==> src/seao_params.svh <==
// Purpose: constants for the switch event alert output block
// Assumes: 25 MHz mclk
// Notes:   interval counts are defaults of top-level parameters
`ifndef SEAO_PARAMS_SVH
`define SEAO_PARAMS_SVH

`define SEAO_CLK_MHZ          25
`define SEAO_ACTIVE_US        1000
`define SEAO_INACTIVE_US      1000
`define SEAO_IDLE_US          100
`define SEAO_ACTIVE_CYC       (`SEAO_ACTIVE_US * `SEAO_CLK_MHZ)
`define SEAO_INACTIVE_CYC     (`SEAO_INACTIVE_US * `SEAO_CLK_MHZ)
`define SEAO_IDLE_CYC         (`SEAO_IDLE_US * `SEAO_CLK_MHZ)
`define SEAO_NUM_INPUTS       24
`define SEAO_NUM_SHARED       12
`define SEAO_EDGE_OFF         2'h0
`define SEAO_EDGE_RISE        2'h1
`define SEAO_EDGE_FALL        2'h2
`define SEAO_EDGE_BOTH        2'h3
`define SEAO_SCHEME_STATIC    1'b0
`define SEAO_SCHEME_DYNAMIC   1'b1

`endif

==> src/seao_pkg.sv <==
// Purpose: shared types of the switch event alert output block
// Assumes: constants live in seao_params.svh
// Notes:   none
`default_nettype none
package seao_pkg;
    typedef enum logic [1:0] {
        SEAO_IDLE_ST = 2'b00,
        SEAO_LOW_ST  = 2'b01,
        SEAO_HIGH_ST = 2'b10,
        SEAO_WAIT_ST = 2'b11
    } seao_state_type;

    typedef struct packed {
        logic cs_rise;
        logic sclk_first;
        logic flag_read;
    } seao_spi_ev_type;
endpackage
`default_nettype wire

==> src/seao_edge_detect.sv <==
// Purpose: per-input threshold crossing detection with edge qualification
// Assumes: sample_valid marks a new measurement on the same clock
// Notes:   first sample after reset only stores state
`timescale 1ns/10ps
`default_nettype none
`include "seao_params.svh"
module seao_edge_detect #(
    parameter int N = 24
) (
    // clock and reset
    input  wire logic           mclk,
    input  wire logic           rst_n,
    // measurements
    input  wire logic           sample_valid,
    input  wire logic [N-1:0]   above,
    input  wire logic [2*N-1:0] edge_sel,
    // events
    output logic      [N-1:0]   crossing
);
    logic [N-1:0] prev;
    logic         primed;

    function automatic logic qualify(input logic [1:0] sel, input logic cur, input logic old);
        qualify = 1'b0;
        case (sel)
            `SEAO_EDGE_RISE: qualify = cur & ~old;
            `SEAO_EDGE_FALL: qualify = ~cur & old;
            `SEAO_EDGE_BOTH: qualify = cur ^ old;
            default:         qualify = 1'b0;
        endcase
    endfunction

    always_ff @(posedge mclk or negedge rst_n) begin
        if (!rst_n) begin
            prev   <= '0;
            primed <= 1'b0;
        end else if (sample_valid) begin
            prev   <= above;
            primed <= 1'b1;
        end
    end

    genvar i;
    generate
        for (i = 0; i < N; i++) begin : g_in
            always_ff @(posedge mclk or negedge rst_n) begin
                if (!rst_n) begin
                    crossing[i] <= 1'b0;
                end else begin
                    crossing[i] <= sample_valid & primed & qualify(edge_sel[2*i+1:2*i], above[i], prev[i]);
                end
            end
        end
    endgenerate
endmodule
`default_nettype wire

==> src/seao_spi_watch.sv <==
// Purpose: watches chip select and SCLK for event flag capture and clearing reads
// Assumes: pins synchronised here on mclk
// Notes:   read_cmd is a level from the SPI decoder, valid before CS rises
`timescale 1ns/10ps
`default_nettype none
module seao_spi_watch (
    // clock and reset
    input  wire logic              mclk,
    input  wire logic              rst_n,
    // pins
    input  wire logic              cs_n_pin,
    input  wire logic              sclk_pin,
    // decoder
    input  wire logic              flag_read_cmd,
    // events
    output seao_pkg::seao_spi_ev_type ev
);
    logic [1:0] cs_sync;
    logic [1:0] sclk_sync;
    logic       cs_d;
    logic       sclk_d;
    logic       armed;
    logic       read_seen;

    always_ff @(posedge mclk or negedge rst_n) begin
        if (!rst_n) begin
            cs_sync   <= 2'h3;
            sclk_sync <= 2'h0;
            cs_d      <= 1'b1;
            sclk_d    <= 1'b0;
        end else begin
            cs_sync   <= {cs_sync[0], cs_n_pin};
            sclk_sync <= {sclk_sync[0], sclk_pin};
            cs_d      <= cs_sync[1];
            sclk_d    <= sclk_sync[1];
        end
    end

    always_ff @(posedge mclk or negedge rst_n) begin
        if (!rst_n) begin
            armed     <= 1'b0;
            read_seen <= 1'b0;
            ev        <= '0;
        end else begin
            ev.cs_rise    <= cs_sync[1] & ~cs_d;
            ev.flag_read  <= cs_sync[1] & ~cs_d & (read_seen | flag_read_cmd);
            ev.sclk_first <= armed & ~cs_sync[1] & sclk_sync[1] & ~sclk_d;
            if (cs_d & ~cs_sync[1]) begin
                armed     <= 1'b1;
                read_seen <= 1'b0;
            end else if (armed & sclk_sync[1] & ~sclk_d) begin
                armed <= 1'b0;
            end
            if (~cs_sync[1] & flag_read_cmd) begin
                read_seen <= 1'b1;
            end
        end
    end
endmodule
`default_nettype wire

==> src/seao_alert.sv <==
// Purpose: alert pin control with static and dynamic schemes and idle time
// Assumes: warnings arrive as levels on mclk, their rise is the event; host keeps its own regulator
// Notes:   alert pin is open drain: oe low pulls low, otherwise released
`timescale 1ns/10ps
`default_nettype none
`include "seao_params.svh"
module seao_alert #(
    parameter int ACTIVE_CYC   = `SEAO_ACTIVE_CYC,
    parameter int INACTIVE_CYC = `SEAO_INACTIVE_CYC,
    parameter int IDLE_CYC     = `SEAO_IDLE_CYC,
    parameter int N            = `SEAO_NUM_INPUTS,
    parameter int NS           = `SEAO_NUM_SHARED
) (
    // clock and reset
    input  wire logic            mclk,
    input  wire logic            reset_n,
    // configuration
    input  wire logic            scheme_sel,
    input  wire logic            trigger,
    input  wire logic [N-1:0]    adc_mode,
    input  wire logic [2*N-1:0]  comparator_event_enable,
    input  wire logic [2*N-1:0]  adc_event_enable,
    input  wire logic [2*NS-1:0] shared_limit_event_enable,
    // measurements
    input  wire logic            sample_valid,
    input  wire logic [N-1:0]    above,
    input  wire logic [NS-1:0]   above_shared,
    input  wire logic            temp_warn,
    input  wire logic            over_volt,
    // spi pins and decoder
    input  wire logic            cs_n_pin,
    input  wire logic            sclk_pin,
    input  wire logic            flag_read_cmd,
    // status
    output logic [N+NS+1:0]      event_flags,
    output logic [N+NS+1:0]      flags_snapshot,
    output logic                 scheme_active,
    // alert pin
    output logic                 alert_out,
    output logic                 alert_oe_n
);
    localparam int W  = N + NS + 2;
    localparam int CW = 32;

    logic [1:0]                 rst_sync;
    logic                       rst_n;
    logic [2*N-1:0]             edge_sel;
    logic [N-1:0]               cross_in;
    logic [NS-1:0]              cross_sh;
    logic [W-1:0]               new_ev;
    logic                       tw_d;
    logic                       ov_d;
    seao_pkg::seao_spi_ev_type  spi_ev;
    seao_pkg::seao_state_type   state;
    logic [CW-1:0]              count;
    logic                       pending;
    logic                       dyn;
    logic [1:0]                 warn_rise;
    logic [W-1:0]               remain;
    logic                       next_alert_oe_n;

    // a stretch of len cycles has run out once the counter holds len - 1
    function automatic logic reached(input logic [CW-1:0] cnt, input int len);
        reached = (cnt >= CW'(len - 1));
    endfunction

    // reset release
    always_ff @(posedge mclk or negedge reset_n) begin
        if (!reset_n) begin
            rst_sync <= 2'h0;
        end else begin
            rst_sync <= {rst_sync[0], 1'b1};
        end
    end
    assign rst_n = rst_sync[1];

    // per-input edge selection from the enable set of the input mode
    genvar i;
    generate
        for (i = 0; i < N; i++) begin : g_sel
            assign edge_sel[2*i+1:2*i] = adc_mode[i] ? adc_event_enable[2*i+1:2*i]
                                                     : comparator_event_enable[2*i+1:2*i];
        end
    endgenerate

    seao_edge_detect #(.N(N)) u_in (
        .mclk         (mclk),
        .rst_n        (rst_n),
        .sample_valid (sample_valid),
        .above        (above),
        .edge_sel     (edge_sel),
        .crossing     (cross_in)
    );

    seao_edge_detect #(.N(NS)) u_sh (
        .mclk         (mclk),
        .rst_n        (rst_n),
        .sample_valid (sample_valid),
        .above        (above_shared),
        .edge_sel     (shared_limit_event_enable),
        .crossing     (cross_sh)
    );

    seao_spi_watch u_spi (
        .mclk          (mclk),
        .rst_n         (rst_n),
        .cs_n_pin      (cs_n_pin),
        .sclk_pin      (sclk_pin),
        .flag_read_cmd (flag_read_cmd),
        .ev            (spi_ev)
    );

    // warning events on rising level
    always_ff @(posedge mclk or negedge rst_n) begin
        if (!rst_n) begin
            tw_d <= 1'b0;
            ov_d <= 1'b0;
        end else begin
            tw_d <= temp_warn;
            ov_d <= over_volt;
        end
    end
    assign warn_rise = {over_volt & ~ov_d, temp_warn & ~tw_d};
    assign new_ev    = {warn_rise, cross_sh, cross_in};

    // scheme bit, static after reset, frozen while triggered
    always_ff @(posedge mclk or negedge rst_n) begin
        if (!rst_n) begin
            scheme_active <= `SEAO_SCHEME_STATIC;
        end else if (!trigger) begin
            scheme_active <= scheme_sel;
        end
    end

    // dynamic toggling selected
    assign dyn = (scheme_active == `SEAO_SCHEME_DYNAMIC);

    // a flag read clears only what the host was shown, later events stay
    assign remain = event_flags & ~flags_snapshot;

    // event flags: set wins over clear
    always_ff @(posedge mclk or negedge rst_n) begin
        if (!rst_n) begin
            event_flags <= '0;
        end else if (spi_ev.flag_read) begin
            event_flags <= remain | new_ev;
        end else begin
            event_flags <= event_flags | new_ev;
        end
    end

    // snapshot at first SCLK rise of each transaction
    always_ff @(posedge mclk or negedge rst_n) begin
        if (!rst_n) begin
            flags_snapshot <= '0;
        end else if (spi_ev.sclk_first) begin
            flags_snapshot <= event_flags;
        end
    end

    // an event is waiting to be signalled
    always_ff @(posedge mclk or negedge rst_n) begin
        if (!rst_n) begin
            pending <= 1'b0;
        end else if (spi_ev.flag_read) begin
            pending <= |(remain | new_ev);
        end else if (|new_ev) begin
            pending <= 1'b1;
        end
    end

    // alert sequencing
    always_ff @(posedge mclk or negedge rst_n) begin
        if (!rst_n) begin
            state <= seao_pkg::SEAO_IDLE_ST;
            count <= '0;
        end else begin
            case (state)
                seao_pkg::SEAO_IDLE_ST: begin
                    if (pending && !spi_ev.flag_read) begin
                        state <= seao_pkg::SEAO_LOW_ST;
                        count <= '0;
                    end
                end
                seao_pkg::SEAO_LOW_ST: begin
                    if (spi_ev.flag_read) begin
                        state <= seao_pkg::SEAO_WAIT_ST;
                        count <= '0;
                    end else if (dyn) begin
                        if (reached(count, ACTIVE_CYC)) begin
                            state <= seao_pkg::SEAO_HIGH_ST;
                            count <= '0;
                        end else begin
                            count <= count + 1'b1;
                        end
                    end
                end
                seao_pkg::SEAO_HIGH_ST: begin
                    if (spi_ev.flag_read) begin
                        state <= seao_pkg::SEAO_WAIT_ST;
                        count <= '0;
                    end else if (reached(count, INACTIVE_CYC)) begin
                        state <= seao_pkg::SEAO_LOW_ST;
                        count <= '0;
                    end else begin
                        count <= count + 1'b1;
                    end
                end
                seao_pkg::SEAO_WAIT_ST: begin
                    if (spi_ev.flag_read) begin
                        count <= '0;
                    end else if (reached(count, IDLE_CYC)) begin
                        state <= pending ? seao_pkg::SEAO_LOW_ST
                                         : seao_pkg::SEAO_IDLE_ST;
                        count <= '0;
                    end else begin
                        count <= count + 1'b1;
                    end
                end
                default: begin
                    state <= seao_pkg::SEAO_IDLE_ST;
                    count <= '0;
                end
            endcase
        end
    end

    // pin drive for the next cycle, mirrors the state moves above
    always_comb begin
        next_alert_oe_n = 1'b1;
        case (state)
            seao_pkg::SEAO_IDLE_ST: begin
                if (pending && !spi_ev.flag_read) begin
                    next_alert_oe_n = 1'b0;
                end
            end
            seao_pkg::SEAO_LOW_ST: begin
                if (spi_ev.flag_read) begin
                    next_alert_oe_n = 1'b1;
                end else if (dyn && reached(count, ACTIVE_CYC)) begin
                    next_alert_oe_n = 1'b1;
                end else begin
                    next_alert_oe_n = 1'b0;
                end
            end
            seao_pkg::SEAO_HIGH_ST: begin
                if (!spi_ev.flag_read && reached(count, INACTIVE_CYC)) begin
                    next_alert_oe_n = 1'b0;
                end
            end
            seao_pkg::SEAO_WAIT_ST: begin
                if (!spi_ev.flag_read && pending && reached(count, IDLE_CYC)) begin
                    next_alert_oe_n = 1'b0;
                end
            end
            default: begin
                next_alert_oe_n = 1'b1;
            end
        endcase
    end

    // the pin is never driven high, only pulled low or released
    always_ff @(posedge mclk or negedge rst_n) begin
        if (!rst_n) begin
            alert_out <= 1'b0;
        end else begin
            alert_out <= 1'b0;
        end
    end

    // open drain drive: oe low pulls the pin low, oe high releases it
    always_ff @(posedge mclk or negedge rst_n) begin
        if (!rst_n) begin
            alert_oe_n <= 1'b1;
        end else begin
            alert_oe_n <= next_alert_oe_n;
        end
    end
endmodule
`default_nettype wire

==> config.mk <==
export PLATFORM = sky130hd
export DESIGN_NAME = seao_alert
export DESIGN_NICKNAME = d
export VERILOG_FILES = /design/src/seao_pkg.sv /design/src/seao_edge_detect.sv /design/src/seao_spi_watch.sv /design/src/seao_alert.sv
export VERILOG_INCLUDE_DIRS = /design/src
export SDC_FILE = /design/constraint.sdc
export NUM_CORES = 1
export LEC_CHECK = 0
export ABC_AREA = 0
export BUFFER_PORTS_ARGS = -buffer_cell sky130_fd_sc_hd__buf_4
export CAP_MARGIN = 20
export CORE_MARGIN = 8
export CORE_UTILIZATION = 55
export CTS_BUF_LIST = sky130_fd_sc_hd__clkbuf_4 sky130_fd_sc_hd__clkbuf_8
export CTS_CLUSTER_SIZE = 16
export DETAILED_ROUTE_END_ITERATION = 8
export PLACE_DENSITY = 0.84
export SYNTH_ARGS = -nofsm -noshare
export SYNTH_HDL_FRONTEND = slang
export SYNTH_SLANG_ARGS = --single-unit
==> constraint.sdc <==
create_clock -name mclk -period 8.6 [get_ports mclk]
set_input_delay 0.43 -clock mclk [delete_from_list [all_inputs] [get_ports mclk]]
set_output_delay 0.43 -clock mclk [all_outputs]
set_load 0.05 [all_outputs]
==> impl_metrics.yaml <==
status:
  status: "finished, final reports clean"
finish:
  utilization_pct: 70.0
  nets: 1560
  area_growth_pct: 25.3
  drive_gt1_share_pct: 29.4
  num_antenna_cells: 0
  fill_cells: 1360
global_routing:
  grt-ovfl-total: 0
  grt_pass1_vias: 8578
  grt_max_degree: 76
  track_usage_pct: 23.8
  grt_pass1_wl_mm: 44.4
  antenna_found_initial: 0
die:
  dieArea_sq_mm: 0.0237
  die_h_um: 154
  die_w_um: 154
  start_util_pct: 55.9
  rows: 50
  io_pins: 269
  core-area_sq_mm: 0.0187
timing:
  max-slew-margin-rel_pct: 30.7
  drv_slew: 0
  fin_skew_ns: 0.0160
  rsz0062_at_grt: "false"
  tightestPinTransition_ns: 1.04
  finalSetupViolations: 0
  finalCritPeriodShare_pct: 30.6
  finalHoldViolCount: 0
  fin_crit_ns: 2.63
  max_freq_mhz: 380
  fin_setup_tns_ns: 0
setup_path:
  path_class: "flip-flop to flip-flop"
  cp_data_arrival_time_ns: 3.00
  cp_max_fo: 47
  start_kind: "flip-flop"
  cp.required_ns: 8.96
  cp-end-kind: "flip-flop"
cts:
  cts_buffers: 17
  cts.sink_count: 200
  clkLatencyLatePin_ns: 0.47
  clk_pin_slew_ns: 0.10
  cts_tree: "yes"
  clockBufferDepth: 2
  cts_max_level: 4
  cts-root-buf: "clkbuf_8"
  cts_resized: 0
placement:
  dp_hpwl_mm: 22.1
  port_buffers: 267
  place.gp.congestion: 0.816
yosys:
  synth_area_per_cell_sq_um: 10.1
  synth_warnings: 0
  synth.distinct_cells: 52
  syn_nets: 1300
  syn-cell-area_sq_mm: 0.0105
  syn_inst: 1031
  synth_edf_count: 0
  synth_seq_area_share_pct: 47.9
  ys_seq_elements: 200
  synth-async-reset-ratio_pct: 100
  synth_ff_type: "dfrtp_1"
detailed_routing:
  detailroute.via_count: 8308
  antenna_left: 0
  firstDrtPassIters: 6
  drt-wirelength-per-cell_um: 18.2
  drc: 0
  drtIter0Drc: 479
  via_per_inst: 5.40
  wirelength_mm: 28.0
power_and_ir_drop:
  leakage_nw: 6.75
  powerDensity_mw_per_mm2: 283
  peakVddDrop_mv: 0.134
worst_hold_path:
  hold_class: "input port to flip-flop"
flow_run:
  cap_violations: 0
cells by family (layout without fill, tap and decap cells):
logic type	count (synthesis)	after routing	share of synthesized area (%)
compound gates	188	188	12.6
xor+xnor	1	1	0.0838
fa+ha+maj	79	79	9.46
buf+inv	152	425	5.88
flops	200	200	47.9
mux	101	101	10.4
other cells	2	2	0.0719
simple gates	308	308	13.6
final timing paths:
| check | startpoint | endpoint | slack (ns) | cells after the start |
|---|---|---|---|---|
| setup / recovery | u_spi.ev[0] | state[1] | 5.97 | 5 |
| hold / removal | sclk_pin | u_spi.sclk_sync[0] | 0.07 | 1 |
| setup reg to reg | u_spi.ev[0] | state[1] | 5.97 | 5 |
| hold reg to reg | u_spi.sclk_sync[0] | u_spi.sclk_sync[1] | 0.35 | 0 |
| max in group asynchronous | rst_sync[1] | u_sh.crossing[10] | 6.80 | 1 |
| min in group asynchronous | reset_n | rst_sync[1] | 0.27 | 2 |
stage by stage:
step | hold WS, ns | instances | worst slack [ns] | total power, mW | cell area, sq um
after floorplan | 0.134 | 1031 | 2.62 | 2.47 | 10500
after global placement | 0.212 | 1504 | 5.99 | 3.04 | 12600
after detailed placement | 0.213 | 1505 | 5.95 | 3.08 | 12600
after CTS | 0.0412 | 1538 | 5.94 | 3.74 | 13100
after global routing | 0.0371 | 1538 | 5.74 | 3.88 | 13100
final | 0.0685 | 1538 | 5.97 | 3.71 | 13100
registers in the layout, indices dropped and copies added (netlist names), 2 cells and up:
signal	flops
u_in.prev	24
count	32
flags_snapshot	38
u_in.crossing	24
rst_sync	2
u_sh.crossing	12
state	2
u_spi.sclk_sync	2
event_flags	38
u_sh.prev	12
u_spi.cs_sync	2
u_spi.ev	2
timing repair:
item                      4_1_cts  5_1_grt
hold buffers                    1        0
setup buffers                   0        0
hold endpoints to repair        2        0
layout by cell type (no fill, tap or decap), types with 3 or more instances in the layout:
| cell | n |
|---|---|
| a211oi_1 | 25 |
| a21o_1 | 37 |
| a21oi_1 | 16 |
| a31oi_1 | 24 |
| and2_1 | 27 |
| and3_1 | 4 |
| and4_1 | 5 |
| buf_4 | 270 |
| bufinv_16 | 4 |
| clkbuf_8 | 18 |
| clkinv_2 | 3 |
| clkinvlp_4 | 4 |
| dfrtp_1 | 193 |
| dfstp_2 | 4 |
| ha_1 | 79 |
| inv_1 | 121 |
| mux2_2 | 63 |
| mux2i_1 | 38 |
| nand2_1 | 123 |
| nand2b_1 | 15 |
| nand3_1 | 8 |
| nand4_1 | 4 |
| nor2_1 | 86 |
| nor3_1 | 8 |
| nor4_1 | 17 |
| o2111ai_1 | 5 |
| o21ai_0 | 44 |
| o221ai_1 | 10 |
| o221ai_2 | 3 |
| o22ai_1 | 11 |
metal layers:
layer,wire length [um],vias up,GRT usage (%)
li1,-,4025,-
met2,14300,271,42.1
met1,10800,3957,26.4
met4,962,0,9.75
met5,0,-,0
met3,1890,55,7.15
cell usage after synthesis (4+ instances only):
library cell	n	area share [%]
mux2_2	63	6.8
a21oi_1	16	0.77
nor3_1	8	0.38
a21o_1	37	2.7
mux2i_1	38	3.6
a211oi_1	25	1.8
buf_6	4	0.43
nand4_1	4	0.24
nand2b_1	15	0.90
a31oi_1	24	1.4
dfrtp_1	196	47
clkbuf_1	24	0.86
and4_1	5	0.42
dfstp_2	4	1.0
nor2_1	86	3.1
ha_1	79	9.5
o2111ai_1	5	0.42
inv_1	121	4.3
o21ai_0	44	2.1
nand3_1	8	0.38
o22ai_1	11	0.66
and2_1	27	1.6
and3_1	4	0.24
o221ai_1	10	0.84
nand2_1	123	4.4
nor4_1	17	1.0
final cells by class:
class	count	area, sq um	share of cell area [%]
flip-flops and latches	200	5020	38.3
multi-input cells	679	4830	36.9
repair buffers	272	2060	15.8
inverters	121	454	3.47
well taps	234	293	2.24
clock buffers	20	263	2.01
clock inverters	12	174	1.33
report_power, final:
| part | leakage (nW) | internal (mW) | switching (mW) |
|---|---|---|---|
| clock network | 0.212 | 0.330 | 0.323 |
| registers | 2.44 | 1.15 | 0.244 |
| logic | 4.10 | 0.568 | 1.09 |
| total | 6.75 | 2.05 | 1.65 |
critical path, stage by stage, from the launching register on:
cell and delay (ns):
dfrtp_2 0.95, o2bb2ai_1 0.50, buf_4 0.34, a21oi_1 0.14, or3b_1 0.41, a2bb2oi_2 0.17
Power figures use the tool's default switching activity.
